## config.mk

```make
export PLATFORM = sky130hd
export DESIGN_NAME = ohci_irq_events
export DESIGN_NICKNAME = d
export VERILOG_FILES = /design/src/include/ohci_irq_pkg.sv /design/src/design/ohci_irq_events.sv
export SDC_FILE = /design/constraint.sdc
export NUM_CORES = 1
export LEC_CHECK = 0
export BUFFER_PORTS_ARGS = -buffer_cell sky130_fd_sc_hd__buf_2
export CAP_MARGIN = 10
export CORE_ASPECT_RATIO = 2
export CORE_MARGIN = 8
export CORE_UTILIZATION = 25
export CTS_CLUSTER_SIZE = 25
export DETAILED_ROUTE_END_ITERATION = 16
export PLACE_DENSITY = 0.54
export RECOVER_POWER = 100
export SLEW_MARGIN = 10
export SYNTH_ARGS = -nofsm -noshare
export SYNTH_HDL_FRONTEND = slang
export SYNTH_SLANG_ARGS = --single-unit
```

## constraint.sdc

```tcl
create_clock -name ref_clk -period 2.08 [get_ports ref_clk]
set_clock_uncertainty 0.15 [all_clocks]
set_input_delay 0.416 -clock ref_clk [delete_from_list [all_inputs] [get_ports ref_clk]]
set_output_delay 0.416 -clock ref_clk [all_outputs]
set_load 0.005 [all_outputs]
```

## src/include/ohci_irq_pkg.sv

```systemverilog
package ohci_irq_pkg;

  // Register offsets inside the operational register space.
  localparam logic [7:0] EVENT_FLAGS_OFFSET = 8'h0C;
  localparam logic [7:0] ENABLE_MASK_OFFSET = 8'h10;

  // Field positions shared by the flag and enable registers; the master enable bit is in the enable register only.
  localparam int OVERRUN_BIT = 0;
  localparam int DONE_QUEUE_BIT = 1;
  localparam int FRAME_START_BIT = 2;
  localparam int RESUME_BIT = 3;
  localparam int FATAL_ERROR_BIT = 4;
  localparam int FRAME_OVERFLOW_BIT = 5;
  localparam int ROOT_HUB_BIT = 6;
  localparam int OWNER_CHANGE_BIT = 30;
  localparam int MASTER_ENABLE_BIT = 31;

  // Reset values of both registers and of the overrun counter.
  localparam logic [31:0] EVENT_FLAGS_RESET = 32'h0000_0000;
  localparam logic [31:0] ENABLE_MASK_RESET = 32'h0000_0000;
  localparam logic [1:0] OVERRUN_COUNT_RESET = 2'h0;

  // Bits that really exist; every other position reads as zero.
  localparam logic [31:0] EVENT_FLAGS_IMPL = 32'h4000_007F;
  localparam logic [31:0] ENABLE_MASK_IMPL = 32'hC000_007F;

  // One register access, presented for a single cycle.
  typedef struct packed {
    logic wr;
    logic rd;
    logic [7:0] addr;
    logic [31:0] wdata;
  } reg_req_type;

  // Event sources from the rest of the host controller.
  typedef struct packed {
    logic owner_change_request;
    logic root_hub_changed;
    logic frame_msb;
    logic frame_shared_updated;
    logic system_error;
    logic resume_signal;
    logic resume_by_software;
    logic frame_start;
    logic done_queue_head_written;
    logic schedule_overrun;
  } events_type;

endpackage : ohci_irq_pkg

```

## src/design/ohci_irq_events.sv

```systemverilog
`timescale 1ns/1ps
module ohci_irq_events
  import ohci_irq_pkg::*;
#(
  parameter bit HAS_SMI_PIN = 1'b1
) (
  input wire logic ref_clk,
  input wire logic reset_n,
  input wire logic soft_reset,
  input wire reg_req_type reg_req,
  output logic [31:0] reg_rdata,
  input wire events_type events,
  output logic host_irq,
  output logic sys_mgmt_irq,
  output logic sof_token,
  output logic processing_halt,
  output logic done_queue_update_allowed,
  output logic [1:0] overrun_count
);

  // Decodes a write to one register offset.
  function automatic logic hit(input reg_req_type req, input logic [7:0] offset);
    hit = req.wr && (req.addr == offset);
  endfunction : hit

  logic [31:0] flags_q; // Sticky event flags.
  logic [31:0] flags_d; // Next value of the flags.
  logic [31:0] enable_q; // Set-only enable register.
  logic [31:0] enable_d; // Next value of the enables.
  logic [1:0] overrun_q; // Wrapping overrun counter.
  logic [1:0] overrun_d; // Next counter value.
  logic msb_q; // Last seen frame counter top bit.
  logic resume_q; // Last seen resume signaling level.
  logic owner_req_q; // Last seen ownership request level.
  logic fno_pend_q; // Frame overflow waiting for shared copy update.
  logic fno_pend_d; // Next value of the overflow pending bit.
  logic so_pend_q; // Overrun waiting for shared copy update.
  logic so_pend_d; // Next value of the overrun pending bit.
  logic halt_q; // Processing stopped after a fatal error.
  logic irq_q; // Registered host interrupt.
  logic smi_q; // Registered management interrupt.
  logic sof_q; // Start-of-frame token strobe.
  logic [31:0] rdata_q; // Registered read data.
  logic [31:0] rdata_d; // Read data selected this cycle.

  wire flags_wr = hit(reg_req, EVENT_FLAGS_OFFSET); // Write to the flag register.
  wire enable_wr = hit(reg_req, ENABLE_MASK_OFFSET); // Write to the enable register.
  wire [31:0] clear_bits = flags_wr ? (reg_req.wdata & EVENT_FLAGS_IMPL) : 32'h0000_0000;
  wire [31:0] set_enables = enable_wr ? (reg_req.wdata & ENABLE_MASK_IMPL) : 32'h0000_0000;

  // Edge detection on level sources; all inputs are synchronous to ref_clk.
  wire owner_rise = events.owner_change_request && !owner_req_q;
  wire msb_toggle = events.frame_msb != msb_q;
  wire resume_rise = events.resume_signal && !resume_q && !events.resume_by_software;
  wire fno_event = (msb_toggle || fno_pend_q) && events.frame_shared_updated;
  wire so_event = (events.schedule_overrun || so_pend_q) && events.frame_shared_updated;

  // Per-source set vector in register layout.
  logic [31:0] set_bits;
  always_comb begin
    set_bits = 32'h0000_0000;
    set_bits[OWNER_CHANGE_BIT] = owner_rise && HAS_SMI_PIN;
    set_bits[ROOT_HUB_BIT] = events.root_hub_changed;
    set_bits[FRAME_OVERFLOW_BIT] = fno_event;
    set_bits[FATAL_ERROR_BIT] = events.system_error;
    set_bits[RESUME_BIT] = resume_rise;
    set_bits[FRAME_START_BIT] = events.frame_start;
    set_bits[DONE_QUEUE_BIT] = events.done_queue_head_written;
    set_bits[OVERRUN_BIT] = so_event;
  end

  // A set in the same cycle as a clear wins, so no event is lost.
  assign flags_d = ((flags_q & ~clear_bits) | set_bits) & EVENT_FLAGS_IMPL;
  assign enable_d = enable_q | set_enables;
  assign overrun_d = events.schedule_overrun ? overrun_q + 2'h1 : overrun_q;
  // An overflow or overrun seen before the shared copy is written waits for it.
  assign fno_pend_d = (msb_toggle || fno_pend_q) && !events.frame_shared_updated;
  assign so_pend_d = (events.schedule_overrun || so_pend_q) && !events.frame_shared_updated;

  // Reads have no side effect; unmapped offsets return zero.
  assign rdata_d = !reg_req.rd ? rdata_q :
                   (reg_req.addr == EVENT_FLAGS_OFFSET) ? flags_q :
                   (reg_req.addr == ENABLE_MASK_OFFSET) ? enable_q : 32'h0000_0000;

  // Interrupt conditions; ownership change goes to the management line only.
  wire [31:0] pending = flags_q & enable_q;
  wire irq_cond = enable_q[MASTER_ENABLE_BIT] && (|pending[ROOT_HUB_BIT:OVERRUN_BIT]);
  wire smi_cond = pending[OWNER_CHANGE_BIT] && HAS_SMI_PIN;

  // Register state; soft_reset returns everything to its reset value.
  always_ff @(posedge ref_clk or negedge reset_n) begin
    if (!reset_n) begin
      flags_q <= EVENT_FLAGS_RESET;
      enable_q <= ENABLE_MASK_RESET;
      overrun_q <= OVERRUN_COUNT_RESET;
      fno_pend_q <= 1'b0;
      so_pend_q <= 1'b0;
      halt_q <= 1'b0;
    end else if (soft_reset) begin
      flags_q <= EVENT_FLAGS_RESET;
      enable_q <= ENABLE_MASK_RESET;
      overrun_q <= OVERRUN_COUNT_RESET;
      fno_pend_q <= 1'b0;
      so_pend_q <= 1'b0;
      halt_q <= 1'b0;
    end else begin
      flags_q <= flags_d;
      enable_q <= enable_d;
      overrun_q <= overrun_d;
      fno_pend_q <= fno_pend_d;
      so_pend_q <= so_pend_d;
      halt_q <= halt_q || events.system_error;
    end
  end

  // Edge history and output flops; of these only irq_q and smi_q are forced low by soft reset, so
  // that a level already high at soft reset does not fake a fresh edge.
  always_ff @(posedge ref_clk or negedge reset_n) begin
    if (!reset_n) begin
      msb_q <= 1'b0;
      resume_q <= 1'b0;
      owner_req_q <= 1'b0;
      irq_q <= 1'b0;
      smi_q <= 1'b0;
      sof_q <= 1'b0;
      rdata_q <= 32'h0000_0000;
    end else begin
      msb_q <= events.frame_msb;
      resume_q <= events.resume_signal;
      owner_req_q <= events.owner_change_request;
      irq_q <= irq_cond && !soft_reset;
      smi_q <= smi_cond && !soft_reset;
      sof_q <= events.frame_start;
      rdata_q <= rdata_d;
    end
  end

  assign reg_rdata = rdata_q;
  assign host_irq = irq_q;
  assign sys_mgmt_irq = smi_q;
  assign sof_token = sof_q;
  assign processing_halt = halt_q;
  assign overrun_count = overrun_q;
  // The next head writeback waits until software has cleared the flag.
  assign done_queue_update_allowed = !flags_q[DONE_QUEUE_BIT];

  // Ownership request edge sets the flag at the next edge when the pin exists.
  property p_owner_set;
    @(posedge ref_clk) disable iff (!reset_n)
    (owner_rise && !soft_reset) |=> flags_q[OWNER_CHANGE_BIT] == HAS_SMI_PIN;
  endproperty
  a_owner_set: assert property (p_owner_set) else $error("owner change flag wrong after request");
  // The management interrupt follows an enabled owner change by one cycle.
  property p_smi;
    @(posedge ref_clk) disable iff (!reset_n)
    (smi_cond && !soft_reset) |=> sys_mgmt_irq;
  endproperty
  a_smi: assert property (p_smi) else $error("management interrupt missing");
  // Without the pin the owner flag never reads one.
  property p_no_pin;
    @(posedge ref_clk) disable iff (!reset_n)
    !HAS_SMI_PIN |-> !flags_q[OWNER_CHANGE_BIT];
  endproperty
  a_no_pin: assert property (p_no_pin) else $error("owner flag set without pin");
  // A system error halts processing until a reset.
  property p_halt;
    @(posedge ref_clk) disable iff (!reset_n)
    (events.system_error && !soft_reset) |=> processing_halt && flags_q[FATAL_ERROR_BIT];
  endproperty
  a_halt: assert property (p_halt) else $error("halt or fatal flag missing");
  // Software-caused resume never sets the resume flag.
  property p_sw_resume;
    @(posedge ref_clk) disable iff (!reset_n)
    (!flags_q[RESUME_BIT] && events.resume_by_software) |=> !flags_q[RESUME_BIT];
  endproperty
  a_sw_resume: assert property (p_sw_resume) else $error("resume flag set by software resume");
  // Writeback blocks further updates while the flag holds.
  property p_done_hold;
    @(posedge ref_clk) disable iff (!reset_n)
    (events.done_queue_head_written && !soft_reset) |=> !done_queue_update_allowed;
  endproperty
  a_done_hold: assert property (p_done_hold) else $error("done head update not held");
  // Host interrupt matches the enabled-flag condition one cycle later.
  property p_irq;
    @(posedge ref_clk) disable iff (!reset_n || soft_reset)
    ##1 host_irq == $past(irq_cond);
  endproperty
  a_irq: assert property (p_irq) else $error("host interrupt level mismatch");
  // Enable bits never fall except by reset.
  property p_enable_sticky;
    @(posedge ref_clk) disable iff (!reset_n)
    !soft_reset |=> ((enable_q & $past(enable_q)) == $past(enable_q));
  endproperty
  a_enable_sticky: assert property (p_enable_sticky) else $error("enable bit fell");
  // Flags fall only on a write of one or a reset.
  property p_flag_clear;
    @(posedge ref_clk) disable iff (!reset_n)
    (!flags_wr && !soft_reset) |=> ((flags_q & $past(flags_q)) == $past(flags_q));
  endproperty
  a_flag_clear: assert property (p_flag_clear) else $error("flag cleared without write");
  // Each overrun advances the counter by exactly one, wrapping.
  property p_count;
    @(posedge ref_clk) disable iff (!reset_n)
    (events.schedule_overrun && !soft_reset) |=> overrun_count == $past(overrun_q) + 2'h1;
  endproperty
  a_count: assert property (p_count) else $error("overrun count step wrong");

  // The frame start token and its flag appear at the same edge.
  property p_sof_token;
    @(posedge ref_clk) disable iff (!reset_n)
    (events.frame_start && !soft_reset) |=> sof_token && flags_q[FRAME_START_BIT];
  endproperty
  a_sof_token: assert property (p_sof_token) else $error("frame start token or flag missing");
  // A root hub or port change latches its flag.
  property p_root_hub;
    @(posedge ref_clk) disable iff (!reset_n)
    (events.root_hub_changed && !soft_reset) |=> flags_q[ROOT_HUB_BIT];
  endproperty
  a_root_hub: assert property (p_root_hub) else $error("root hub flag missing");
  // A device resume edge latches the resume flag.
  property p_resume_edge;
    @(posedge ref_clk) disable iff (!reset_n)
    (resume_rise && !soft_reset) |=> flags_q[RESUME_BIT];
  endproperty
  a_resume_edge: assert property (p_resume_edge) else $error("resume flag missing");
  // An overflow seen at the shared copy update latches its flag.
  property p_overflow;
    @(posedge ref_clk) disable iff (!reset_n)
    (fno_event && !soft_reset) |=> flags_q[FRAME_OVERFLOW_BIT];
  endproperty
  a_overflow: assert property (p_overflow) else $error("frame overflow flag missing");
  // An overrun seen at the shared copy update latches its flag.
  property p_overrun_flag;
    @(posedge ref_clk) disable iff (!reset_n)
    (so_event && !soft_reset) |=> flags_q[OVERRUN_BIT];
  endproperty
  a_overrun_flag: assert property (p_overrun_flag) else $error("overrun flag missing");
  // Every implemented bit written as one reads back set.
  property p_enable_write;
    @(posedge ref_clk) disable iff (!reset_n)
    (enable_wr && !soft_reset) |=> ((enable_q & $past(set_enables)) == $past(set_enables));
  endproperty
  a_enable_write: assert property (p_enable_write) else $error("enable bit not set by write");
  // A write of one clears its flag unless an event sets it in the same cycle.
  property p_clear_write;
    @(posedge ref_clk) disable iff (!reset_n)
    (flags_wr && !soft_reset) |=> ((flags_q & $past(clear_bits) & ~$past(set_bits)) == 32'h0000_0000);
  endproperty
  a_clear_write: assert property (p_clear_write) else $error("flag not cleared by write");
  // The halt stays until a reset; software cannot lift it by a write.
  property p_halt_hold;
    @(posedge ref_clk) disable iff (!reset_n)
    (processing_halt && !soft_reset) |=> processing_halt;
  endproperty
  a_halt_hold: assert property (p_halt_hold) else $error("halt released without reset");
  // Without the master enable no host interrupt follows.
  property p_irq_mask;
    @(posedge ref_clk) disable iff (!reset_n)
    !enable_q[MASTER_ENABLE_BIT] |=> !host_irq;
  endproperty
  a_irq_mask: assert property (p_irq_mask) else $error("host interrupt without master enable");
  // A read of the enable register returns its contents one cycle later.
  property p_read_enable;
    @(posedge ref_clk) disable iff (!reset_n)
    (reg_req.rd && (reg_req.addr == ENABLE_MASK_OFFSET)) |=> reg_rdata == $past(enable_q);
  endproperty
  a_read_enable: assert property (p_read_enable) else $error("enable read data wrong");

  c_irq: cover property (@(posedge ref_clk) disable iff (!reset_n) host_irq ##1 !host_irq);
  c_wrap: cover property (@(posedge ref_clk) disable iff (!reset_n) overrun_q == 2'h3 ##1 overrun_q == 2'h0);
  c_smi: cover property (@(posedge ref_clk) disable iff (!reset_n) $rose(sys_mgmt_irq));
  // A fatal error and a software resume are both worth seeing once.
  c_halt: cover property (@(posedge ref_clk) disable iff (!reset_n) $rose(processing_halt));
  c_sw_resume: cover property (@(posedge ref_clk) disable iff (!reset_n) events.resume_by_software);

endmodule : ohci_irq_events

```

-- Word level (Yosys, flattened, before mapping)
Index checks and enable logic that the tools add are counted.
- reduce and logical (&&, ||, !) cells: 23
- eq/ne operators: 3
- $add $sub $neg: 1
- bitwise operators: 5
- muxes and demuxes: 11
- operator list (operator ; number):
    $mux W32 ; 4
    $and A31 B31 Y31 ; 2
    $mux W31 ; 2
    $or A32 B32 Y32 ; 1
    $not A31 Y31 ; 1
    $or A31 B31 Y31 ; 1
    $logic_and A1 B1 Y1 ; 12
    $eq A8 B4 Y1 const B ; 1
    $eq A8 B5 Y1 const B ; 1
    $reduce_or A7 Y1 ; 1
    $logic_not A1 Y1 ; 6
    $mux W2 ; 2
    $logic_or A1 B1 Y1 ; 3
    $mux W1 ; 3
    $add A2 B1 Y2 const B ; 1
    $reduce_bool A2 Y1 ; 1
    $ne A1 B1 Y1 ; 1
- output and inout bits: 39
- register bits: 106
- bits of input ports: 55
- word-level logic and storage cells: 56

-- Depth between registers and ports, before layout
Gate-level depths: netlist of the first run.
- depth after elaboration: 7
- mapped depth: 5
- mapped depth without buffers: 3

-- Worst setup path after synthesis of the first run
Ideal clock, no wire load.
- path type: input to register
- from: input port reg_req[36] (netlist bit)
- to: register flags_q[30]
- buffers on the path: 0
- library setup time: 0.136 ns
- stages on the path: 3
- slack: 0.512 ns
- data arrival time: 1.282 ns
- cell sequence: or4b_4 > o31ai_1 > a21oi_1
- longest elaborated chain between the ends: 7
- RTL lines (element ; line ; RTL):
    from (decl) ; ohci_irq_events.sv:10 ; input wire reg_req_type reg_req,
    $eq A8 B4 Y1 ; ohci_irq_events.sv:23 ; hit = req.wr && (req.addr == offset);
    $logic_and A1 B1 Y1 ; ohci_irq_events.sv:23 ;
    $mux W31 ; ohci_irq_events.sv:48 ; wire [31:0] clear_bits = flags_wr ? (reg_req.wdata & EVENT_FLAGS_IMPL) : 32'h0000_0000;
    $not A31 Y31 ; ohci_irq_events.sv:73 ; assign flags_d = ((flags_q & ~clear_bits) | set_bits) & EVENT_FLAGS_IMPL;
    $and A31 B31 Y31 ; ohci_irq_events.sv:73 ;
    $or A31 B31 Y31 ; ohci_irq_events.sv:73 ;
    $mux W31 ; ohci_irq_events.sv:99 ; end else if (soft_reset) begin
    to (signal assigned) ; ohci_irq_events.sv:107 ; flags_q <= flags_d;
    to (decl) ; ohci_irq_events.sv:26 ; logic [31:0] flags_q;
Every way passes these cells.
A chain may end at the register's enable or synchronous reset.

==> run_summary.xml, run 1 <==
<?xml version="1.0" encoding="UTF-8"?>
<metrics>
  <group name="clock_tree">
    <metric name="clk_sinks" unit="">38</metric>
    <metric name="cts_made_buffers" unit="">5</metric>
    <metric name="clock_insertion_delay_at_the_later_pin_of_the_skew_report" unit="ps">280</metric>
    <metric name="clock_path_buffers" unit="">2</metric>
    <metric name="cts_tree" unit="">built</metric>
    <metric name="clock_tree.root_cell" unit="">sky130_fd_sc_hd__clkbuf_16</metric>
    <metric name="clkSlewWorstSetupHoldPaths" unit="ps">50</metric>
    <metric name="cts-htree-levels" unit="">2</metric>
    <metric name="cts_setup_buffers" unit="">0</metric>
  </group>
  <group name="global_route">
    <metric name="global_route.overflow_total" unit="">0</metric>
    <metric name="grt_start_max_net_pins" unit="">25</metric>
    <metric name="grt_antenna_before_repair" unit="">0</metric>
    <metric name="met1_global_route_usage" unit="%">9.29</metric>
    <metric name="global_route_wire_length_before_repair" unit="um">8190</metric>
    <metric name="grt_use_met2" unit="%">17.4</metric>
    <metric name="grt_use_total" unit="%">9.69</metric>
    <metric name="global_route.peak_usage_layer" unit="">met2</metric>
    <metric name="groute.layer.met3.usage" unit="%">3.86</metric>
    <metric name="grt_pass1_vias" unit="">1608</metric>
  </group>
  <group name="synthesis">
    <metric name="compound_gate_fraction_of_synth_area" unit="%">14.2</metric>
    <metric name="synth_top_family_by_area" unit="">simple AND/OR/NAND/NOR gates</metric>
    <metric name="synth.lib_cells_used.distinct" unit="">29</metric>
    <metric name="share_of_synthesized_cell_area_in_full_adder_half_adder_and_majority_cells" unit="%">0</metric>
    <metric name="synth_top_area_cell" unit="">sky130_fd_sc_hd__dfrtp_1</metric>
    <metric name="post_synth.cell_area_avg" unit="um^2">10.2</metric>
    <metric name="postSynth.topFlopCell" unit="">sky130_fd_sc_hd__dfrtp_1</metric>
    <metric name="yosys_register_bits" unit="">38</metric>
    <metric name="synth_top_area_share" unit="%">51.5</metric>
    <metric name="synth.area.top_cells" unit="">sky130_fd_sc_hd__dfrtp_1 (51%), sky130_fd_sc_hd__buf_4 (9.3%), sky130_fd_sc_hd__nor2_1 (6.3%), sky130_fd_sc_hd__nand3_1 (4.3%), sky130_fd_sc_hd__a41oi_1 (3.8%)</metric>
    <metric name="yosysWarnings" unit="">0</metric>
    <metric name="syn_area" unit="um^2">1850</metric>
    <metric name="syn-num-nets" unit="">236</metric>
    <metric name="yosys.area_share.xor_xnor" unit="%">1.42</metric>
    <metric name="sequential_to_total_area_share_from_yosys_stat" unit="%">51.5</metric>
    <metric name="synth-simple-area-share" unit="%">20.6</metric>
    <metric name="syn_inst" unit="">181</metric>
    <metric name="synth-edff-count" unit="">0</metric>
    <metric name="async_set_or_reset_flop_fraction_in_the_synthesized_netlist" unit="%">100</metric>
    <metric name="muxShareOfSynthArea" unit="%">0</metric>
  </group>
  <group name="final_layout">
    <metric name="area.growth.synth_to_final" unit="%">22.1</metric>
    <metric name="most-common-layout-cells" unit="">sky130_fd_sc_hd__clkbuf_1 (43), sky130_fd_sc_hd__dfrtp_1 (38), sky130_fd_sc_hd__nor2_1 (31), sky130_fd_sc_hd__buf_2 (30), sky130_fd_sc_hd__nand3_1 (16)</metric>
    <metric name="layout.cell_area.non_filler" unit="um^2">2260</metric>
    <metric name="num-nets-final" unit="">290</metric>
    <metric name="antennaDiodeCount" unit="">0</metric>
    <metric name="layout.cells.most_common" unit="">sky130_fd_sc_hd__clkbuf_1</metric>
    <metric name="finalCoreUtilization" unit="%">31.3</metric>
    <metric name="fraction_of_layout_instances_using_a_drive_strength_above_1" unit="%">19.5</metric>
  </group>
  <group name="detailed_routing">
    <metric name="wire_per_inst" unit="um">15.3</metric>
    <metric name="postRouteAntennaNets" unit="">0</metric>
    <metric name="initialDrtViolationCount" unit="">56</metric>
    <metric name="route.detailed.drc" unit="">0</metric>
    <metric name="detail_route.wirelength" unit="um">5020</metric>
    <metric name="avgViaCountPerCell" unit="">4.67</metric>
    <metric name="detail_route.first_pass.iterations" unit="">4</metric>
    <metric name="vias" unit="">1533</metric>
  </group>
  <group name="placed_design">
    <metric name="io_buffers" unit="">70</metric>
    <metric name="placed_instance_area" unit="um^2">2140</metric>
    <metric name="hpwl_after_detailed_placement" unit="um">3900</metric>
    <metric name="routabilityCongestion" unit="">0.747</metric>
    <metric name="pre_cts_slack" unit="ps">254</metric>
  </group>
  <group name="setup_path">
    <metric name="crit_path_start_kind" unit="">register</metric>
    <metric name="classification_of_the_worst_setup_path" unit="">register to primary output</metric>
    <metric name="critical_path.cell_chain" unit="">buf_2</metric>
    <metric name="cp_slowest_cell" unit="">sky130_fd_sc_hd__dfrtp_1</metric>
    <metric name="timing.critical_path.to_type" unit="">primary output</metric>
    <metric name="worstPathRequired" unit="ps">1510</metric>
    <metric name="critical_path.max_stage_delay" unit="ps">680</metric>
    <metric name="arrival" unit="ps">1180</metric>
    <metric name="worstPathMaxFanout" unit="">24</metric>
    <metric name="crit_buf_inv" unit="">1</metric>
    <metric name="critical-path-top-delay-family" unit="">flip-flops</metric>
  </group>
  <group name="sta">
    <metric name="timing.setup.tns" unit="ps">0</metric>
    <metric name="max_slew_violation_count" unit="">0</metric>
    <metric name="postLayoutSetupSlackWorst" unit="ps">334</metric>
    <metric name="slew_headroom" unit="%">22.3</metric>
    <metric name="rsz0062_at_grt" unit="">false</metric>
    <metric name="setup-violations-final" unit="">0</metric>
    <metric name="layout_worst_path_cycle_share" unit="%">84.0</metric>
    <metric name="hold_violations" unit="">0</metric>
    <metric name="max_slew.worst_pin.slew" unit="ps">1170</metric>
    <metric name="fin_crit" unit="ps">1750</metric>
    <metric name="fin_hold_ws" unit="ps">106</metric>
    <metric name="max_freq" unit="MHz">573</metric>
  </group>
  <group name="die">
    <metric name="design.core.area" unit="um^2">7210</metric>
    <metric name="die-area" unit="um^2">10600</metric>
    <metric name="dieWidth" unit="um">76.8</metric>
    <metric name="floorplan.initialDensity" unit="%">25.6</metric>
    <metric name="standard_cell_row_count" unit="">44</metric>
    <metric name="die_h" unit="um">138</metric>
    <metric name="ios" unit="">94</metric>
  </group>
  <group name="pwr">
    <metric name="power.switching_fraction" unit="%">22.7</metric>
    <metric name="power.switching" unit="uW">403</metric>
    <metric name="max-vdd-ir-drop" unit="mV">0.464</metric>
    <metric name="combinational_share_of_power" unit="%">9.0</metric>
    <metric name="power.share.clock" unit="%">46.4</metric>
    <metric name="total_leakage_power" unit="nW">0.949</metric>
    <metric name="power_density" unit="nW/um^2">788</metric>
    <metric name="internal_power" unit="mW">1.38</metric>
    <metric name="share_seq_of_total_power" unit="%">44.6</metric>
  </group>
  <group name="flow_run">
    <metric name="max_cap_viol_count" unit="">0</metric>
  </group>
  <group name="status">
    <metric name="status" unit="">completed</metric>
  </group>
  <group name="min_path">
    <metric name="min_path_type" unit="">input port to register</metric>
  </group>
</metrics>
[Yosys cell counts, drive strengths merged (2+ instances only)]
cell	number
o21ai	3
o31ai	4
or4b	2
buf	25
nor4b	3
a31oi	8
nor3	2
inv	4
xor2	2
nand2	10
a211oi	3
dfrtp	38
nand4	2
a21oi	6
a41oi	8
clkbuf	5
nand3	16
a22oi	2
nor2	31
[timing repair]
item | 4_1_cts | 5_1_grt
hold buffers | 1 | 0
gates resized for setup | 0 | 0
endpoints found under the hold margin | 19 | 0
[final cells by class]
| class | instances | area [um^2] |
|---|---|---|
| fillers | 777 | 4960 |
| inverters | 4 | 15.0 |
| repair buffers | 77 | 344 |
| flip-flops and latches | 38 | 951 |
| clock buffers | 8 | 166 |
| well taps | 92 | 115 |
| multi-input cells | 109 | 664 |
[registers in the layout, summed over array words and instances (netlist names), 2 cells and up]
register,count
flags_q,8
enable_q,9
overrun_count,2
reg_rdata,10
[final timing paths]
path                       depth (start not counted)             from  slack (ps)               to
max                                                1    reg_rdata[29]         330    reg_rdata[11]
min                                                1        events[4]         110         resume_q
max reg2reg                                        2       flags_q[4]         790         host_irq
min reg2reg                                        2  processing_halt         350  processing_halt
max in group asynchronous                          3          reset_n         460      enable_q[4]
min in group asynchronous                          2          reset_n         480        sof_token
[cells by family after synthesis]
logic type             count (synthesis)
AND/OR/NAND/NOR                       69
flip-flops                            38
AO/OA/AOI/OAI                         37
buffers and inverters                 34
XOR/XNOR                               3
[per-stage QoR]
stage,cells,total power [mW]
finish,328,1.78
detailed placement,319,0.976
global placement,319,0.973
global route,328,1.85
floorplan,181,0.873
CTS,328,1.81
[layer usage]
layer,wire length (um),up-vias
met4,88,0
li1,-,732
met2,2650,63
met1,1850,731
met3,435,7
met5,0,-
[power by group through the flow]
stage	Clock (mW)	Combinational, mW	Sequential (mW)
floorplan	0	0.0700	0.803
global placement	0	0.169	0.803
detailed placement	0	0.171	0.805
CTS	0.846	0.173	0.792
global route	0.875	0.183	0.797
finish	0.825	0.161	0.793
Power figures use the tool's default switching activity.
==> inputs of run 2 (changes only) <==
- ABC_AREA: unset -> 1
- PLACE_DENSITY: 0.54 -> 0.56
- clock period: 2.08 -> 1.49 ns (I/O delays scaled with it)
==> run_summary.xml, run 2 <==
<?xml version="1.0" encoding="UTF-8"?>
<metrics>
  <group name="status">
    <metric name="status" unit="">completed</metric>
  </group>
  <group name="setup_path">
    <metric name="critical_path.max_stage_delay" unit="ps">520</metric>
    <metric name="critical_path.cell_chain" unit="">dlygate4sd3_1 &gt; buf_2 &gt; or3b_2 &gt; a21oi_2</metric>
    <metric name="arrival" unit="ps">1490</metric>
    <metric name="classification_of_the_worst_setup_path" unit="">input port to register</metric>
    <metric name="worstPathMaxFanout" unit="">2</metric>
    <metric name="timing.critical_path.to_type" unit="">register</metric>
    <metric name="cp_slowest_cell" unit="">sky130_fd_sc_hd__dlygate4sd3_1</metric>
    <metric name="crit_path_start_kind" unit="">input port</metric>
    <metric name="worstPathRequired" unit="ps">1540</metric>
  </group>
  <group name="sta">
    <metric name="slew_headroom" unit="%">65.1</metric>
    <metric name="fin_crit" unit="ps">1440</metric>
    <metric name="timing.setup.tns" unit="ps">0</metric>
    <metric name="max_slew_violation_count" unit="">0</metric>
    <metric name="max_freq" unit="MHz">695</metric>
    <metric name="max_slew.worst_pin.slew" unit="ps">524</metric>
    <metric name="setup-violations-final" unit="">0</metric>
    <metric name="layout_worst_path_cycle_share" unit="%">96.6</metric>
    <metric name="hold_violations" unit="">0</metric>
    <metric name="rsz0062_at_grt" unit="">false</metric>
  </group>
  <group name="synthesis">
    <metric name="syn-num-nets" unit="">265</metric>
    <metric name="postSynth.topFlopCell" unit="">sky130_fd_sc_hd__dfrtp_1</metric>
    <metric name="ys_top_cells_by_count" unit="">sky130_fd_sc_hd__dfrtp_1 (38), sky130_fd_sc_hd__a21oi_1 (35), sky130_fd_sc_hd__nand2_1 (35)</metric>
    <metric name="syn_area" unit="um^2">1810</metric>
    <metric name="yosysWarnings" unit="">0</metric>
    <metric name="synth.area.top_cells" unit="">sky130_fd_sc_hd__dfrtp_1 (52%), sky130_fd_sc_hd__a21oi_1 (9.7%), sky130_fd_sc_hd__buf_4 (9.5%), sky130_fd_sc_hd__nand2_1 (7.2%), sky130_fd_sc_hd__inv_1 (4.8%)</metric>
    <metric name="yosys_register_bits" unit="">38</metric>
    <metric name="synth.lib_cells_used.distinct" unit="">23</metric>
    <metric name="synth_top_area_share" unit="%">52.4</metric>
    <metric name="sequential_to_total_area_share_from_yosys_stat" unit="%">52.4</metric>
    <metric name="synth_top_area_cell" unit="">sky130_fd_sc_hd__dfrtp_1</metric>
    <metric name="synthMostInstantiatedCell" unit="">sky130_fd_sc_hd__dfrtp_1</metric>
    <metric name="async_set_or_reset_flop_fraction_in_the_synthesized_netlist" unit="%">100</metric>
    <metric name="post_synth.cell_area_avg" unit="um^2">8.64</metric>
    <metric name="synth-edff-count" unit="">0</metric>
    <metric name="syn_inst" unit="">210</metric>
  </group>
  <group name="final_layout">
    <metric name="layout.cells.non_filler" unit="">363</metric>
    <metric name="flip_flop_count_of_the_largest_register_after_layout" unit="">10</metric>
    <metric name="layout.cells.most_common" unit="">sky130_fd_sc_hd__buf_2</metric>
    <metric name="most-common-layout-cells" unit="">sky130_fd_sc_hd__buf_2 (42), sky130_fd_sc_hd__dfrtp_1 (37), sky130_fd_sc_hd__nand2_1 (36), sky130_fd_sc_hd__a21oi_1 (34), sky130_fd_sc_hd__clkbuf_1 (27)</metric>
    <metric name="multiInputGateArea" unit="um^2">544</metric>
    <metric name="num-nets-final" unit="">325</metric>
    <metric name="fraction_of_layout_instances_using_a_drive_strength_above_1" unit="%">22.9</metric>
    <metric name="seqCellArea" unit="um^2">952</metric>
    <metric name="area.growth.synth_to_final" unit="%">24.6</metric>
    <metric name="n_fill_cell" unit="">811</metric>
    <metric name="antennaDiodeCount" unit="">0</metric>
    <metric name="layout.cell_area.non_filler" unit="um^2">2260</metric>
  </group>
  <group name="pwr">
    <metric name="power.total" unit="mW">2.33</metric>
    <metric name="power_density" unit="nW/um^2">1030</metric>
    <metric name="total_leakage_power" unit="nW">1.10</metric>
    <metric name="max-vdd-ir-drop" unit="mV">0.666</metric>
  </group>
  <group name="global_route">
    <metric name="global_route_wire_length_before_repair" unit="um">7420</metric>
    <metric name="grt_antenna_before_repair" unit="">0</metric>
    <metric name="global_route.overflow_total" unit="">0</metric>
    <metric name="grt_start_max_net_pins" unit="">39</metric>
    <metric name="grt_pass1_vias" unit="">1589</metric>
    <metric name="grt_use_total" unit="%">8.52</metric>
  </group>
  <group name="detailed_routing">
    <metric name="route.detailed.drc" unit="">0</metric>
    <metric name="wire_per_inst" unit="um">12.4</metric>
    <metric name="detail_route.wirelength" unit="um">4510</metric>
    <metric name="vias" unit="">1510</metric>
    <metric name="detail_route.first_pass.iterations" unit="">4</metric>
    <metric name="avgViaCountPerCell" unit="">4.16</metric>
    <metric name="initialDrtViolationCount" unit="">96</metric>
    <metric name="postRouteAntennaNets" unit="">0</metric>
  </group>
  <group name="clock_tree">
    <metric name="cts-htree-levels" unit="">2</metric>
    <metric name="clock_path_buffers" unit="">2</metric>
    <metric name="clock_tree.root_cell" unit="">sky130_fd_sc_hd__clkbuf_16</metric>
    <metric name="clkSlewWorstSetupHoldPaths" unit="ps">50</metric>
    <metric name="cts_made_buffers" unit="">5</metric>
    <metric name="clock_insertion_delay_at_the_later_pin_of_the_skew_report" unit="ps">270</metric>
    <metric name="cts_tree" unit="">built</metric>
    <metric name="clk_sinks" unit="">38</metric>
  </group>
  <group name="flow_run">
    <metric name="max_cap_viol_count" unit="">0</metric>
  </group>
  <group name="die">
    <metric name="floorplan.initialDensity" unit="%">25.3</metric>
    <metric name="ios" unit="">94</metric>
    <metric name="dieWidth" unit="um">76.2</metric>
    <metric name="design.core.area" unit="um^2">7160</metric>
    <metric name="die-area" unit="um^2">10400</metric>
    <metric name="die_h" unit="um">136</metric>
    <metric name="standard_cell_row_count" unit="">44</metric>
  </group>
  <group name="placed_design">
    <metric name="hpwl_after_detailed_placement" unit="um">3340</metric>
    <metric name="io_buffers" unit="">70</metric>
    <metric name="placed_instance_area" unit="um^2">2150</metric>
    <metric name="placedCellCount" unit="">349</metric>
    <metric name="routabilityCongestion" unit="">0.725</metric>
  </group>
  <group name="min_path">
    <metric name="min_path_type" unit="">input port to register</metric>
  </group>
</metrics>
## run 2: cell types whose count changed in the layout (fill, tap and decap cells not counted), moves of 12 or more
cell | before | now
sky130_fd_sc_hd__a21oi_1 | 6 | 34
sky130_fd_sc_hd__nand2_1 | 10 | 36
sky130_fd_sc_hd__inv_1 | 4 | 23
sky130_fd_sc_hd__clkbuf_1 | 43 | 27
sky130_fd_sc_hd__nor2_1 | 31 | 17
sky130_fd_sc_hd__buf_2 | 30 | 42
## run 2: final cells by class
type	count	area share, %
tap	92	5.09
inverter	24	3.99
clock buffer	7	6.31
multi-input combinational	119	24.1
timing repair buffer	82	18.2
clock inverter	1	0.221
sequential	38	42.1
## run 2: cell families after synthesis
group / count (synthesis) / share of synthesized area, %
AO/OA/AOI/OAI: 42 / 11.8
flip-flops: 38 / 52.4
AND/OR/NAND/NOR: 77 / 19.6
buffers and inverters: 53 / 16.2
## run 2: through the flow
stage                     hold slack (ps)  utilization, %  setup WS [ps]
final                                24.5            31.6           51.1
after floorplan                      -148               -            174
after detailed placement              232            30.0            104
after CTS                            4.75            32.6           34.7
after global routing                 30.4            31.6           3.41
after global placement                221            30.0            139
## run 2: worst max-delay path: cells and delay by family
family / cells / cell delay [ps]
compound gates: 1 / 120
buf+inv: 2 / 620
simple gates: 1 / 460
## run 2: timing repair
item | 4_1_cts | 5_1_grt
setup buffers | 0 | 2
hold buffers | 4 | 0
hold endpoints to repair | 41 | 0
pin swaps | 0 | 1
resized for setup | 1 | 1
endpoints found under the setup margin | 23 | 21
## run 2: report_power, final
| part | total (mW) | internal (mW) | switching (mW) |
|---|---|---|---|
| Combinational | 0.200 | 0.0827 | 0.117 |
| Clock | 1.02 | 0.662 | 0.360 |
| Sequential | 1.10 | 1.08 | 0.0283 |
## run 2: worst paths after layout
check / end / start / cells past startpoint / slack, ps
setup / recovery: flags_q[3] / events[4] / 4 / 50
hold reg to reg: so_pend_q / so_pend_q / 1 / 340
setup reg to reg: flags_q[3] / resume_q / 2 / 320
hold / removal: msb_q / events[7] / 1 / 20
min in group asynchronous: sys_mgmt_irq / reset_n / 3 / 510
max in group asynchronous: reg_rdata[29] / reset_n / 3 / 300
## run 2: per-layer routing
layer | vias to the layer above | global-route usage (%) | part of all wire, %
met3 | 2 | 3.84 | 8.1
met2 | 65 | 12.7 | 42
met4 | 0 | 2.26 | 0.58
met5 | - | 0 | 0
met1 | 673 | 10.8 | 49
li1 | 770 | - | -
==> inputs of run 3 (changes only) <==
- ABC_AREA: 1 -> unset
- CORE_UTILIZATION: 25 -> 41
- CTS_CLUSTER_SIZE: 25 -> unset
- PLACE_DENSITY: 0.56 -> 0.81
==> run_summary.xml, run 3 (synthesized netlist as in run 1, its figures left out) <==
<?xml version="1.0" encoding="UTF-8"?>
<metrics>
  <group name="pwr">
    <metric name="power_density" unit="nW/um^2">906</metric>
    <metric name="total_leakage_power" unit="nW">1.03</metric>
    <metric name="power.total" unit="mW">2.06</metric>
    <metric name="max-vdd-ir-drop" unit="mV">0.700</metric>
  </group>
  <group name="detailed_routing">
    <metric name="route.detailed.drc" unit="">0</metric>
    <metric name="avgViaCountPerCell" unit="">5.22</metric>
    <metric name="wire_per_inst" unit="um">15.0</metric>
    <metric name="vias" unit="">1583</metric>
    <metric name="detail_route.first_pass.iterations" unit="">4</metric>
    <metric name="initialDrtViolationCount" unit="">67</metric>
    <metric name="postRouteAntennaNets" unit="">0</metric>
    <metric name="detail_route.wirelength" unit="um">4530</metric>
  </group>
  <group name="sta">
    <metric name="max_slew_violation_count" unit="">0</metric>
    <metric name="hold_violations" unit="">0</metric>
    <metric name="max_freq" unit="MHz">693</metric>
    <metric name="rsz0062_at_grt" unit="">false</metric>
    <metric name="slew_headroom" unit="%">65.7</metric>
    <metric name="layout_worst_path_cycle_share" unit="%">96.9</metric>
    <metric name="fin_crit" unit="ps">1440</metric>
    <metric name="postLayoutSetupSlackWorst" unit="ps">46.2</metric>
    <metric name="max_slew.worst_pin.slew" unit="ps">515</metric>
    <metric name="setup-violations-final" unit="">0</metric>
  </group>
  <group name="clock_tree">
    <metric name="cts_tree" unit="">built</metric>
    <metric name="clock_path_buffers" unit="">2</metric>
    <metric name="clock_tree.root_cell" unit="">sky130_fd_sc_hd__clkbuf_8</metric>
    <metric name="clk_sinks" unit="">38</metric>
    <metric name="cts-htree-levels" unit="">2</metric>
    <metric name="clkSlewWorstSetupHoldPaths" unit="ps">70</metric>
    <metric name="cts_made_buffers" unit="">5</metric>
    <metric name="clock_insertion_delay_at_the_later_pin_of_the_skew_report" unit="ps">280</metric>
  </group>
  <group name="min_path">
    <metric name="min_path_type" unit="">input port to register</metric>
  </group>
  <group name="final_layout">
    <metric name="num-nets-final" unit="">303</metric>
    <metric name="flip_flop_count_of_the_largest_register_after_layout" unit="">10</metric>
    <metric name="area.growth.synth_to_final" unit="%">23.2</metric>
    <metric name="most-common-layout-cells" unit="">sky130_fd_sc_hd__buf_2 (40), sky130_fd_sc_hd__dfrtp_1 (37), sky130_fd_sc_hd__clkbuf_1 (32), sky130_fd_sc_hd__nor2_1 (31), sky130_fd_sc_hd__nand3_1 (16)</metric>
    <metric name="fraction_of_layout_instances_using_a_drive_strength_above_1" unit="%">26.9</metric>
    <metric name="antennaDiodeCount" unit="">0</metric>
    <metric name="layout.cells.most_common" unit="">sky130_fd_sc_hd__buf_2</metric>
  </group>
  <group name="status">
    <metric name="status" unit="">completed</metric>
  </group>
  <group name="global_route">
    <metric name="grt_pass1_vias" unit="">1605</metric>
    <metric name="grt_start_max_net_pins" unit="">39</metric>
    <metric name="global_route.overflow_total" unit="">0</metric>
    <metric name="met1_global_route_usage" unit="%">13.2</metric>
    <metric name="global_route.peak_usage_layer" unit="">met2</metric>
    <metric name="grt_use_total" unit="%">12.8</metric>
    <metric name="grt_use_met2" unit="%">21.6</metric>
    <metric name="global_route_wire_length_before_repair" unit="um">7490</metric>
    <metric name="groute.layer.met3.usage" unit="%">5.67</metric>
    <metric name="grt_antenna_before_repair" unit="">0</metric>
  </group>
  <group name="die">
    <metric name="standard_cell_row_count" unit="">34</metric>
    <metric name="die_h" unit="um">111</metric>
    <metric name="design.core.area" unit="um^2">4340</metric>
    <metric name="ios" unit="">94</metric>
    <metric name="dieWidth" unit="um">63.5</metric>
    <metric name="die-area" unit="um^2">7040</metric>
    <metric name="floorplan.initialDensity" unit="%">42.6</metric>
  </group>
  <group name="placed_design">
    <metric name="io_buffers" unit="">70</metric>
    <metric name="routabilityCongestion" unit="">0.835</metric>
    <metric name="hpwl_after_detailed_placement" unit="um">3450</metric>
    <metric name="pre_cts_slack" unit="ps">-189</metric>
  </group>
  <group name="setup_path">
    <metric name="worstPathRequired" unit="ps">1040</metric>
    <metric name="arrival" unit="ps">1000</metric>
    <metric name="timing.critical_path.to_type" unit="">primary output</metric>
    <metric name="worstPathMaxFanout" unit="">12</metric>
    <metric name="classification_of_the_worst_setup_path" unit="">register to primary output</metric>
    <metric name="crit_path_start_kind" unit="">register</metric>
  </group>
  <group name="flow_run">
    <metric name="max_cap_viol_count" unit="">0</metric>
  </group>
</metrics>
## run 3: cell types whose count changed in the layout (fill, tap and decap cells not counted), sizes merged, moves of 4 or more
cell / change
a41oi: +8
nand2: -27
nor2: +13
a21oi: -29
a31oi: +7
o31ai: +4
buf: +4
inv: -19
## run 3: what timing repair did
action	4_1_cts	5_1_grt
setup endpoints to repair	23	23
gates resized for setup	1	0
endpoints found under the hold margin	42	0
buffers inserted	0	2
cloned	0	0
hold buffers	5	0
## run 3: path summary, 6_finish.rpt
path	from	end	slack [ps]	cells past startpoint
worst min register to register	processing_halt	processing_halt	350	2
worst max-delay path	reg_rdata[29]	reg_rdata[15]	50	2
min in group asynchronous	reset_n	processing_halt	470	3
worst max register to register	flags_q[4]	host_irq	240	2
max in group asynchronous	reset_n	reg_rdata[29]	330	3
worst min-delay path	events[6]	fno_pend_q	60	2
## run 3: final cells by class
cell class | instances | area, um^2
fillers | 426 | 2060
flip-flops and latches | 38 | 952
multi-input cells | 109 | 659
repair buffers | 90 | 490
clock buffers | 7 | 86.3
well taps | 54 | 67.6
inverters | 4 | 15.0
clock inverters | 1 | 5.00
## run 3: power breakdown
part / switching (mW) / total [mW] / internal (mW)
sequential: 0.0292 / 1.11 / 1.08
combinational: 0.136 / 0.243 / 0.107
clock: 0.340 / 0.713 / 0.373
total: 0.505 / 2.06 / 1.56
## run 3: per-stage QoR
stage / hold slack [ps] / setup TNS (ps) / utilization [%] / instances / instance area [um^2]
6_report: 60.5 / 0 / 52.5 / 303 / 2280
5_1_grt: 70.4 / 0 / 52.5 / 303 / 2280
4_1_cts: 50.5 / 0 / 53.7 / 301 / 2330
3_5_place_dp: 129 / -1620 / 50.4 / 288 / 2190
3_3_place_gp: 124 / -937 / 50.4 / 288 / 2190
2_1_floorplan: -148 / 0 / - / 181 / 1850
## run 3: worst max-delay path, stage by stage (launching register included)
cell                       delay, ps
sky130_fd_sc_hd__dfrtp_2         400
sky130_fd_sc_hd__clkbuf_4        170
sky130_fd_sc_hd__buf_2           140
## run 3: metal layers
| metal | part of all wire (%) | wire length [um] |
|---|---|---|
| met5 | 0 | 0 |
| met4 | 2.0 | 90 |
| met3 | 10 | 452 |
| met2 | 52 | 2350 |
| met1 | 36 | 1640 |
